File: src/mssir_pkg.sv
// Package for the motion status and interrupt factor register bank.
// Assumes a 32-bit AHB-Lite slave port and one 25 MHz system clock.
package mssir_pkg;

  // ----------------------------------------------------------------
  // Register map
  // ----------------------------------------------------------------
  localparam logic [7:0] MSSIR_OFS_MAIN   = 8'h00;
  localparam logic [7:0] MSSIR_OFS_IFACT  = 8'h04;
  localparam logic [7:0] MSSIR_OFS_ERR    = 8'h08;
  localparam logic [7:0] MSSIR_OFS_IEN    = 8'h0c;
  localparam logic [7:0] MSSIR_OFS_CMD    = 8'h10;

  localparam logic [15:0] MSSIR_RST_IEN   = 16'h0000;
  localparam logic [15:0] MSSIR_RST_IFACT = 16'h0000;
  localparam logic [6:0]  MSSIR_RST_ERR   = 7'h00;

  // ----------------------------------------------------------------
  // Field positions
  // ----------------------------------------------------------------
  localparam int MSSIR_B_CEND  = 6;
  localparam int MSSIR_B_DEND  = 7;
  localparam int MSSIR_B_HEND  = 8;
  localparam int MSSIR_B_TIMER = 9;
  localparam int MSSIR_B_SPLIT_EACH_PULSE_IRQ = 10;
  localparam int MSSIR_B_SPLIT_DONE_IRQ = 11;
  localparam int MSSIR_B_SYNC  = 12;

  // ----------------------------------------------------------------
  // Host commands
  // ----------------------------------------------------------------
  localparam logic [7:0] MSSIR_CMD_ERR_CLEAR = 8'h79;
  localparam logic [7:0] MSSIR_CMD_SYNC_EN   = 8'h80;
  localparam logic [7:0] MSSIR_CMD_SYNC_DIS  = 8'h90;

  // Drive and home state, speed and jerk phase, timer and split status reported by the motion generator
  typedef struct packed {
    logic driving;
    logic home_busy;
    logic accel_phase;
    logic constant_speed_phase;
    logic decel_phase;
    logic jerk_rising_phase;
    logic jerk_flat_phase;
    logic jerk_falling_phase;
    logic timer_run;
    logic split_run;
  } mssir_motion_type;

  // One-cycle event pulses from the motion generator
  typedef struct packed {
    logic       drive_start;
    logic       const_end;
    logic       drive_end;
    logic       home_end;
    logic       timer_expire;
    logic       split_pulse;
    logic       split_end;
    logic [3:0] sync_fire;
  } mssir_event_type;

endpackage

File: src/mssir_regs.sv
// Main motion status, error detail and interrupt factor registers.
// Assumes event pulses are one cycle wide and synchronous to clk_sys.
//
// Design decisions made here: the register addresses and register access over AHB-Lite.
`timescale 1ns/1ps
module mssir_regs #(
  parameter int SYNC_COUNT = 4
) (
  input  wire logic                       clk_sys,
  input  wire logic                       rst,
  input  wire logic                       hsel,
  input  wire logic [31:0]                haddr,
  input  wire logic [1:0]                 htrans,
  input  wire logic                       hwrite,
  input  wire logic [2:0]                 hsize,
  input  wire logic [31:0]                hwdata,
  input  wire logic                       hready,
  output logic      [31:0]                hrdata,
  output logic                            hreadyout,
  output logic                            hresp,
  input  wire mssir_pkg::mssir_motion_type motion,
  input  wire mssir_pkg::mssir_event_type  events,
  input  wire logic [6:0]                 err_cause,
  input  wire logic                       servo_in_position_wait_en,
  input  wire logic                       servo_in_position,
  output logic [3:0]                      sync_action_flags,
  output logic                            err_clear_cmd,
  output logic                            irq_out_n
);
  import mssir_pkg::*;

  // The status and factor layouts have room for exactly four synchronous actions
  if (SYNC_COUNT != 4) begin : g_bad_sync_count
    $error("SYNC_COUNT must be 4");
  end

  // ----------------------------------------------------------------
  // AHB-Lite slave: zero wait states, always OKAY
  // ----------------------------------------------------------------
  logic       ap_valid;
  logic       ap_write;
  logic [7:0] ap_addr;
  logic [2:0] ap_size;
  logic [1:0] ap_lane;

  wire        take   = hsel && hready && htrans[1];
  wire        wr_dp  = ap_valid && ap_write;
  wire [7:0]  wr_cmd = hwdata[7:0];

  always_ff @(posedge clk_sys) begin
    if (rst) begin
      ap_valid <= 1'b0;
      ap_write <= 1'b0;
      ap_addr  <= 8'h00;
      ap_size  <= 3'd0;
      ap_lane  <= 2'd0;
    end else begin
      ap_valid <= take && hwrite;
      ap_write <= hwrite;
      ap_addr  <= {haddr[7:2], 2'b00};
      ap_size  <= hsize;
      ap_lane  <= haddr[1:0];
    end
  end

  // ----------------------------------------------------------------
  // Write decode
  // ----------------------------------------------------------------
  wire        wr_ien     = wr_dp && (ap_addr == MSSIR_OFS_IEN);
  wire        wr_cmdreg  = wr_dp && (ap_addr == MSSIR_OFS_CMD);
  wire        cmd_clear  = wr_cmdreg && (wr_cmd == MSSIR_CMD_ERR_CLEAR);
  wire        cmd_sen    = wr_cmdreg && (wr_cmd[7:4] == MSSIR_CMD_SYNC_EN[7:4])
                           && (wr_cmd[3:0] != 4'h0);
  wire        cmd_sdis   = wr_cmdreg && (wr_cmd[7:4] == MSSIR_CMD_SYNC_DIS[7:4])
                           && (wr_cmd[3:0] != 4'h0);

  logic [15:0] interrupt_enable_reg;
  logic [15:0] interrupt_factor_status;
  logic [6:0]  error_finish_status;
  logic        hold_drive;
  logic        driving_q;

  // Command low nibble selects which synchronous actions change
  wire [3:0] next_sync = cmd_sen  ? (sync_action_flags |  wr_cmd[3:0]) :
                         cmd_sdis ? (sync_action_flags & ~wr_cmd[3:0]) :
                                    sync_action_flags;

  // Detail bits latch; drive start or clear command wipes them
  wire       err_wipe  = cmd_clear || events.drive_start;
  wire [6:0] next_err  = err_wipe ? err_cause
                                  : (error_finish_status | err_cause);

  // ----------------------------------------------------------------
  // Interrupt factors
  // ----------------------------------------------------------------
  wire [15:0] raw_evt;
  assign raw_evt[5:0]                          = 6'h00;
  assign raw_evt[MSSIR_B_CEND]                 = events.const_end;
  assign raw_evt[MSSIR_B_DEND]                 = events.drive_end;
  assign raw_evt[MSSIR_B_HEND]                 = events.home_end;
  assign raw_evt[MSSIR_B_TIMER]                = events.timer_expire;
  assign raw_evt[MSSIR_B_SPLIT_EACH_PULSE_IRQ]                = events.split_pulse;
  assign raw_evt[MSSIR_B_SPLIT_DONE_IRQ]                = events.split_end;
  assign raw_evt[MSSIR_B_SYNC+3:MSSIR_B_SYNC]  = events.sync_fire;

  wire [15:0] set_evt = raw_evt & interrupt_enable_reg;

  // Read of the factor word clears only the bytes actually read
  wire        rd_take  = take && !hwrite && ({haddr[7:2], 2'b00} == MSSIR_OFS_IFACT);
  wire        rd_word  = hsize[1];
  wire        clr_lo   = rd_take && (rd_word || (hsize == 3'd1 && !haddr[1])
                                     || (hsize == 3'd0 && haddr[1:0] == 2'd0));
  wire        clr_hi   = rd_take && (rd_word || (hsize == 3'd1 && !haddr[1])
                                     || (hsize == 3'd0 && haddr[1:0] == 2'd1));
  wire [15:0] clr_mask = {{8{clr_hi}}, {8{clr_lo}}};
  wire [15:0] next_ifact = (interrupt_factor_status & ~clr_mask) | set_evt;

  // ----------------------------------------------------------------
  // Drive status with optional in-position wait
  // ----------------------------------------------------------------
  wire drive_fall = driving_q && !motion.driving;
  wire next_hold  = servo_in_position_wait_en && !servo_in_position
                    && (drive_fall || hold_drive) && !motion.driving;

  wire [15:0] main_motion_status = {
    2'b00,
    motion.split_run,
    motion.timer_run,
    sync_action_flags,
    motion.jerk_falling_phase,
    motion.jerk_flat_phase,
    motion.jerk_rising_phase,
    motion.decel_phase,
    motion.constant_speed_phase,
    motion.accel_phase,
    |error_finish_status,
    // next_hold covers the cycle in which driving falls, so bit 0 never gaps
    motion.driving || motion.home_busy || hold_drive || next_hold
  };

  wire [15:0] rd_sel =
    (haddr[7:2] == MSSIR_OFS_MAIN[7:2])  ? main_motion_status :
    (haddr[7:2] == MSSIR_OFS_IFACT[7:2]) ? interrupt_factor_status :
    (haddr[7:2] == MSSIR_OFS_ERR[7:2])   ? {9'h000, error_finish_status} :
    (haddr[7:2] == MSSIR_OFS_IEN[7:2])   ? interrupt_enable_reg : 16'h0000;

  always_ff @(posedge clk_sys) begin
    if (rst) begin
      interrupt_enable_reg    <= MSSIR_RST_IEN;
      interrupt_factor_status <= MSSIR_RST_IFACT;
      error_finish_status     <= MSSIR_RST_ERR;
      sync_action_flags       <= 4'h0;
      hold_drive              <= 1'b0;
      driving_q               <= 1'b0;
      err_clear_cmd           <= 1'b0;
      irq_out_n               <= 1'b1;
      hrdata                  <= 32'h0000_0000;
    end else begin
      if (wr_ien) begin
        interrupt_enable_reg <= hwdata[15:0];
      end
      interrupt_factor_status <= next_ifact;
      error_finish_status     <= next_err;
      sync_action_flags       <= next_sync;
      hold_drive              <= next_hold;
      driving_q               <= motion.driving;
      err_clear_cmd           <= cmd_clear;
      irq_out_n               <= ~(|next_ifact);
      if (take && !hwrite) begin
        hrdata <= {16'h0000, rd_sel};
      end
    end
  end

  assign hreadyout = 1'b1;
  assign hresp     = 1'b0;

endmodule

File: config.mk
export PLATFORM = sky130hd
export DESIGN_NAME = mssir_regs
export DESIGN_NICKNAME = d
export VERILOG_FILES = /design/src/mssir_pkg.sv /design/src/mssir_regs.sv
export SDC_FILE = /design/constraint.sdc
export NUM_CORES = 1
export LEC_CHECK = 0
export ABC_CLOCK_PERIOD_IN_PS = 2100
export BUFFER_PORTS_ARGS = -buffer_cell sky130_fd_sc_hd__buf_2
export CORE_MARGIN = 2
export CORE_UTILIZATION = 33
export CTS_CLUSTER_SIZE = 14
export DETAILED_ROUTE_END_ITERATION = 8
export GPL_TIMING_DRIVEN = 0
export PLACE_DENSITY = 0.59
export SYNTH_ARGS = -nofsm -noshare
export SYNTH_HDL_FRONTEND = slang
export SYNTH_SLANG_ARGS = --single-unit
export TNS_END_PERCENT = 5
File: constraint.sdc
create_clock -name clk_sys -period 2.1 [get_ports clk_sys]
set_input_delay 0.42 -clock clk_sys [delete_from_list [all_inputs] [get_ports clk_sys]]
set_output_delay 0.42 -clock clk_sys [all_outputs]
set_load 0.05 [all_outputs]
Word-level counts from Yosys, hierarchy flattened

Index checks and enable logic that the tools add are counted.

Bitwise logic cells: 9
Divide/modulo/power cells: 0
Eq/ne operators: 10
Shift-type cells: 0
Muxes and demuxes: 7
$lt $le $gt $ge: 0
$add $sub $neg: 0
Multipliers: 0
Reduce and logical (&&, ||, !) cells: 41

Operator list:

| kind               | count |
|---|---|
| $mux 16            | 4 |
| $and 16x16->16     | 2 |
| $logic_and 1x1->1  | 22 |
| $not 16->16        | 1 |
| $or 16x16->16      | 1 |
| $reduce_or 16->1   | 1 |
| $eq 6x2->1 const B | 2 |
| $eq 4x4->1 const B | 2 |
| $eq 8x4->1 const B | 1 |
| $eq 8x5->1 const B | 1 |
| $eq 8x7->1 const B | 1 |
| $logic_or 1x1->1   | 8 |
| $mux 4             | 2 |
| $mux 7             | 1 |
| $or 7x7->7         | 1 |
| $reduce_or 7->1    | 1 |
| $eq 6x1->1 const B | 1 |
| $logic_not 6->1    | 1 |
| $and 4x4->4        | 1 |
| $logic_not 1->1    | 4 |
| $not 4->4          | 1 |
| $or 4x4->4         | 1 |
| $reduce_bool 4->1  | 1 |
| $eq 3x1->1 const B | 1 |
| 5 further kinds    | 5 |

ROM bits: 0
Logic and storage cells: 80
Flip-flop bits (word level): 73
RAM bits: 0
Output and inout port bits: 40
Memories kept: 0
Latch bits: 0
Bits of input ports: 104

Longest topological paths before layout

Gate-level depths: netlist of the first run.

Depth after elaboration: 10
Depth in mapped cells: 6
Mapped depth without buffers: 4

Worst setup path after synthesis of the first run

Ideal clock, no wire load.

Path type: input to register
Start: in haddr[5]
End: reg irq_out_n
Buffers on the path: 0
Setup slack: 44 ps
Data arrival time: 1953 ps
Cell stages on the path: 4
Library setup time: 103 ps
Required time: 1997 ps
Cell sequence: or4_4 or4b_4 or2_1 a222oi_1

Longest elaborated chain between the ends: 8
Elaborated cells between the ends (all ways): 9
Those cells by class: 1 x eq/ne; 4 x bitwise; 4 x reduce/logical

RTL lines:

| element                                     | RTL line                             | source |
|---|---|---|
| start: declaration                          | mssir_regs.sv:12                     | `input wire logic [31:0] haddr,` |
| $eq 6x1->1 (*)                              | mssir_regs.sv:109                    | `wire rd_take = take && !hwrite && ({haddr[7:2], 2'b00} == MSSIR_OFS_IFACT);` |
| $logic_and 1x1->1 (*)                       | mssir_regs.sv:109                    |  |
| $logic_and 1x1->1, on equally long branches | mssir_regs.sv:111, mssir_regs.sv:113 |  |
| $not 16->16 (*)                             | mssir_regs.sv:116                    | `wire [15:0] next_ifact = (interrupt_factor_status & ~clr_mask) \| set_evt;` |
| $and 16x16->16 (*)                          | mssir_regs.sv:116                    |  |
| $or 16x16->16 (*)                           | mssir_regs.sv:116                    |  |
| $reduce_or 16->1 (*)                        | mssir_regs.sv:168                    | `irq_out_n <= ~(\|next_ifact);` |
| $not 1->1 (*)                               | mssir_regs.sv:168                    |  |
| end signal: assignment                      | mssir_regs.sv:168                    |  |
| end: declaration                            | mssir_regs.sv:28                     | `output logic irq_out_n` |

Mark *: on every way between the ends. The rest lies on a longest branch, timed or not.
A chain may end at the register's enable or synchronous reset.

Worst setup path in the final report of the first run

Ends and elaborated chain as after synthesis.

==> metrics.csv, run 1 <==
metric,value,unit
status,"finished, final reports clean",
cp_slowest_stage_delay,0.55,ns
antenna_found_initial,0,
layout_common_cells,"83 x buf_2, 71 x dfxtp_1, 35 x nor2_1, 24 x a21oi_1, 23 x mux2i_1",
crit_start,haddr[5],
r2r_slack,0.23,ns
synth_top_area_frac,0.459,
syn_area,0.00310,sq mm
drtIter0Drc,131,
die_h,101,microns
num-nets-final,547,
slew_violations,0,
setup_viol,0,
start_kind,primary input,
start_util,0.338,
ioPinCount,144,
insertion_delay,0.34,ns
numCtsBuffers,9,
dieArea,0.0102,sq mm
post_cts_buffers,2,
worstReg2RegStart,ap_addr[5],
pwr_density_cell,688,mW/mm^2
wire_per_inst,15.0,microns
cts_max_level,3,
synth.largest_area_cell,dfxtp_1,
grt_pass1_vias,2510,
finalWorstSetupSlack,0.101,ns
worst-setup-path-type,in2reg,
highest_layer,met4,
grt_max_degree,12,
ff_latch_area,0.00142,sq mm
core,0.00915,sq mm
total_power,0.00268,W
insertedDiodeCount,0,
period_share,0.952,
clock_path_buffers,2,
drive_gt1_frac,0.298,
met3_length,531,microns
synth_seq_cells,71,
fin_crit,2.00,ns
skew,0.00446,ns
cp_data_arrival_time,2.22,ns
drtPass1Iterations,5,
syn_avg_cell_area,9.35,sq um
critical_path.max_fanout,3,
slowest_stage,or4b_4,
routed_wl,8.38,mm
endpoint,irq_out_n,
endpoint_kind,flip-flop,
min_from,hwdata[13],
fill_cells,934,
final_common_cell,buf_2,
drv_cap,0,
synth_area_leaders,"dfxtp_1 46%, mux2i_1 7.4%, buf_4 4.4%",
final_util,0.426,
ir_drop,0.268,mV
reg2regPathDepth,6,
async_flop_share,0,
syn2layout_area_growth,26.1,%
maxSlewHeadroom,0.514,
die-width,101,microns
multi_input_area,0.00151,sq mm
globalplace.congestion,0.794,
whs,0.305,ns
clkSinkCount,71,
synth-seq-area-share,0.459,
avgViaCountPerCell,4.84,
synth-main-ff-cell,dfxtp_1,
clockRootBuffer,clkbuf_8,
post_cts_resized,0,
drc,0,
required,2.32,ns
grt-ovfl-total,0,
drt-met1-wl,3.92,mm
yosys.cell_types.count,38,
yosysWarningCount,0,
vias,2699,
worstHoldPathType,in2reg,
met2_length,3.81,mm
pre_cts_ws,-0.216,ns
grt_pass1_wl,12.7,mm
rr_endpoint,interrupt_enable_reg[7],
synth_cells,331,
hold_viol,0,
dp_hpwl,6.64,mm
grtUsageTotal,0.165,
worst_pin_slew,0.730,ns
clkSlewWorstSetupHoldPaths,0.07,ns
crit_chain,buf_2 > or4_4 > or4b_4 > or2_1 > a222oi_1,
ant_nets,0,
synth_edf_count,0,
postCtsHoldBufs,0,
rows,35,
cts_tree,done,
fin_tns_setup,0,ns
p_leak,1.82,nW
port_buffers,83,
grt_setup_unrepaired,false,
timing.fmax,0.500,GHz
==> report_power, final <==
group	switching (W)	leakage, nW	internal, W	total, W
clock	0.000489	0.0957	0.000534	0.00102
sequential	0.0000108	0.576	0.00136	0.00137
combinational	0.000178	1.15	0.000109	0.000286
==> routing by layer <==
metal  track usage  vias up
li1              -     1363
met1         0.226     1232
met2         0.262       91
met3        0.0277       13
met4        0.0622        0
met5             0        -
==> cells by family (layout without fill, tap and decap cells) <==
| family | after synthesis | count (layout) | share of synthesized area |
|---|---|---|---|
| AND/OR/NAND/NOR | 113 | 113 | 0.196 |
| AO/OA/AOI/OAI | 67 | 67 | 0.133 |
| flip-flops | 71 | 71 | 0.459 |
| multiplexers | 35 | 35 | 0.136 |
| buffers and inverters | 43 | 143 | 0.0740 |
| other | 2 | 18 | 0.00243 |
==> critical path, delay by kind of cell <==
family	cells	cell delay [ns]
AOI/OAI and AO/OA	1	0.36
buffers and inverters	1	0.11
and+or+nand+nor	3	1.32
==> cells in the mapped netlist (3+ instances only) <==
master,instances
o21ai_0,18
nand4_1,4
mux2_2,7
a21oi_1,24
mux4_2,5
and2_1,6
nor2b_1,16
clkbuf_1,14
nand2_1,18
a22o_1,7
mux2i_1,23
inv_1,9
dfxtp_1,71
and4_1,4
nor3_1,3
nand3_1,4
buf_4,18
a22oi_1,12
nor4_1,7
nor2_1,35
==> area by class of cell <==
| type | instances | share of cell area |
|---|---|---|
| sequential | 71 | 0.364 |
| inverter | 9 | 0.00866 |
| clock buffer | 10 | 0.0327 |
| buffer | 34 | 0.0500 |
| clock inverter | 5 | 0.0128 |
| tap | 111 | 0.0356 |
| timing repair buffer | 85 | 0.110 |
| multi-input combinational | 233 | 0.386 |
==> how the worst min path moves through the flow <==
stage / to / slack (ns) / cells after the start
after floorplan: hold_drive / 0.43 / 1
after CTS: interrupt_enable_reg[12] / 0.30 / 3
after detailed placement: hrdata[15] / 0.45 / 2
after global placement: hold_drive / 0.44 / 1
after global routing: interrupt_enable_reg[8] / 0.31 / 3
final: interrupt_enable_reg[13] / 0.31 / 3
==> per-stage QoR <==
step / cells / cell area, sq um
6_report: 558 / 3900
3_5_place_dp: 541 / 3710
3_3_place_gp: 541 / 3710
4_1_cts: 558 / 3900
5_1_grt: 558 / 3900
2_1_floorplan: 347 / 3160
Note: power is estimated with default switching activity, not from simulation.
==> run 2, diff against run 1 <==
--- a/config.mk
+++ b/config.mk
@@ -5,6 +5,7 @@
 export SDC_FILE = /design/constraint.sdc
 export NUM_CORES = 1
 export LEC_CHECK = 0
+export ABC_AREA = 1
 export ABC_CLOCK_PERIOD_IN_PS = 2100
 export BUFFER_PORTS_ARGS = -buffer_cell sky130_fd_sc_hd__buf_2
 export CORE_MARGIN = 2
==> run 2 against run 1 <==
  * Flip-flop and latch count did not move
  * Worst hold slack got worse by 0.047 ns
  * Largest power group unchanged
  * Highest routed layer unchanged
  * Clock skew rose by 0.00065 ns
  * Non-clock buffer count fell by 5
  * Power rose by 10%
==> metrics.csv, run 2 <==
metric,value,unit
die-width,101,microns
synth_top_area_frac,0.460,
drc,0,
skew,0.00511,ns
grt_pass1_vias,2767,
fin_tns_setup,0,ns
start_util,0.337,
clkSlewWorstSetupHoldPaths,0.07,ns
final_util,0.430,
fin_crit,1.68,ns
yosys.cell_types.count,30,
cp_data_arrival_time,1.96,ns
antenna_found_initial,0,
core,0.00915,sq mm
synth_seq_cells,71,
grt_pass1_wl,13.4,mm
grt-ovfl-total,0,
syn2layout_area_growth,27.4,%
worstReg2RegStart,ap_addr[5],
yosys-top-cells-count,"71 x dfxtp_1, 67 x nand2_1, 55 x nor2_1, 45 x inv_1, 38 x a21oi_1",
setup_viol,0,
maxSlewHeadroom,0.575,
slew_violations,0,
async_flop_share,0,
cp_slowest_stage_delay,0.46,ns
synth_area_leaders,"dfxtp_1 46%, nand2_1 8.1%, nor2_1 6.7%",
rows,35,
final_common_cell,buf_2,
p_leak,1.91,nW
critical_path.max_fanout,10,
globalplace.congestion,0.828,
syn_avg_cell_area,7.64,sq um
required,2.39,ns
ir_drop,0.289,mV
crit_chain,buf_2 > inv_1 > nand4_1 > inv_1 > clkbuf_1 > o21ai_0 > a21oi_1,
post_cts_resized,0,
insertion_delay,0.36,ns
worstHoldPathType,in2reg,
status,"finished, final reports clean",
synth-main-ff-cell,dfxtp_1,
syn_area,0.00309,sq mm
drive_gt1_frac,0.254,
synth-seq-area-share,0.460,
wire_per_inst,13.6,microns
clkSinkCount,71,
grt_max_degree,13,
worst-setup-path-type,in2reg,
timing.fmax,0.597,GHz
postCtsHoldBufs,0,
start_kind,primary input,
crit_start,hwrite,
min_from,motion[9],
routed_wl,8.57,mm
pwr_density_cell,752,mW/mm^2
synth.largest_area_cell,dfxtp_1,
drv_cap,0,
insertedDiodeCount,0,
hold_viol,0,
grt_setup_unrepaired,false,
clockRootBuffer,clkbuf_8,
ant_nets,0,
total_power,0.00296,W
path_delay_family,buffers and inverters,
ioPinCount,144,
numCtsBuffers,9,
synth_edf_count,0,
avgViaCountPerCell,4.75,
dp_hpwl,6.56,mm
grtUsageTotal,0.173,
layout_common_cells,"86 x buf_2, 71 x dfxtp_1, 67 x nand2_1, 55 x nor2_1, 45 x inv_1",
period_share,0.798,
vias,2992,
path_buf_inv,4,
port_buffers,83,
dieArea,0.0101,sq mm
post_cts_buffers,0,
cts_max_level,3,
yosysMostFrequentCell,dfxtp_1,
drtPass1Iterations,4,
die_h,101,microns
num-nets-final,618,
clock_path_buffers,2,
yosysWarningCount,0,
worst_pin_slew,0.638,ns
cts_tree,done,
whs,0.259,ns
endpoint_kind,flip-flop,
synth_cells,404,
slowest_stage,clkbuf_1,
critPathMostFrequentCell,inv_1,
drtIter0Drc,153,
==> run 2: cell count changes after synthesis, moves of 8 or more <==
| cell | previous run | this run |
|---|---|---|
| nand2_1 | 18 | 67 |
| nor2b_1 | 16 | 0 |
| inv_1 | 9 | 45 |
| nor2_1 | 35 | 55 |
| mux2i_1 | 23 | 0 |
| o211ai_1 | 0 | 10 |
| a21oi_1 | 24 | 38 |
| a22oi_1 | 12 | 4 |
==> run 2: metrics by stage <==
stage / cell area [sq um] / setup slack, ns / std cells
detailed placement: 3700 / 0.0373 / 614
CTS: 3940 / 0.410 / 630
finish: 3940 / 0.424 / 630
global placement: 3700 / 0.0608 / 614
floorplan: 3150 / 0.632 / 420
global route: 3940 / 0.159 / 630
==> run 2: where the power goes <==
group,switching [W],total (W),internal (W)
registers,0.0000128,0.00138,0.00137
clock network,0.000536,0.00127,0.000739
logic,0.000205,0.000305,0.000100
total,0.000753,0.00296,0.00221
==> run 2: layer usage <==
metal / track usage / vias up / wire length [microns]
met5: 0 / - / 0
met4: 0.0537 / 0 / 112
met3: 0.0416 / 8 / 556
met1: 0.233 / 1355 / 4070
li1: - / 1531 / -
met2: 0.276 / 98 / 3830
==> run 2: layout make-up <==
class                           count  area, sq um
Buffer                             31          191
Fill cell                         946         5220
Inverter                           47          176
Clock inverter                      4         77.6
Multi-Input combinational cell    271         1360
Clock buffer                       12          155
Tap cell                          111          139
Sequential cell                    71         1420
Timing Repair Buffer               83          415
==> run 2: cell families after synthesis <==
| group | synth area share |
|---|---|
| AO/OA/AOI/OAI | 0.192 |
| buffers and inverters | 0.119 |
| flip-flops | 0.460 |
| other | 0.00243 |
| AND/OR/NAND/NOR | 0.226 |
==> run 2: final timing paths <==
path	endpoint	slack, ns	cells past startpoint
min reg2reg	interrupt_factor_status[4]	0.47	2
max	hrdata[1]	0.42	7
max reg2reg	interrupt_enable_reg[6]	0.48	6
min	hold_drive	0.26	2
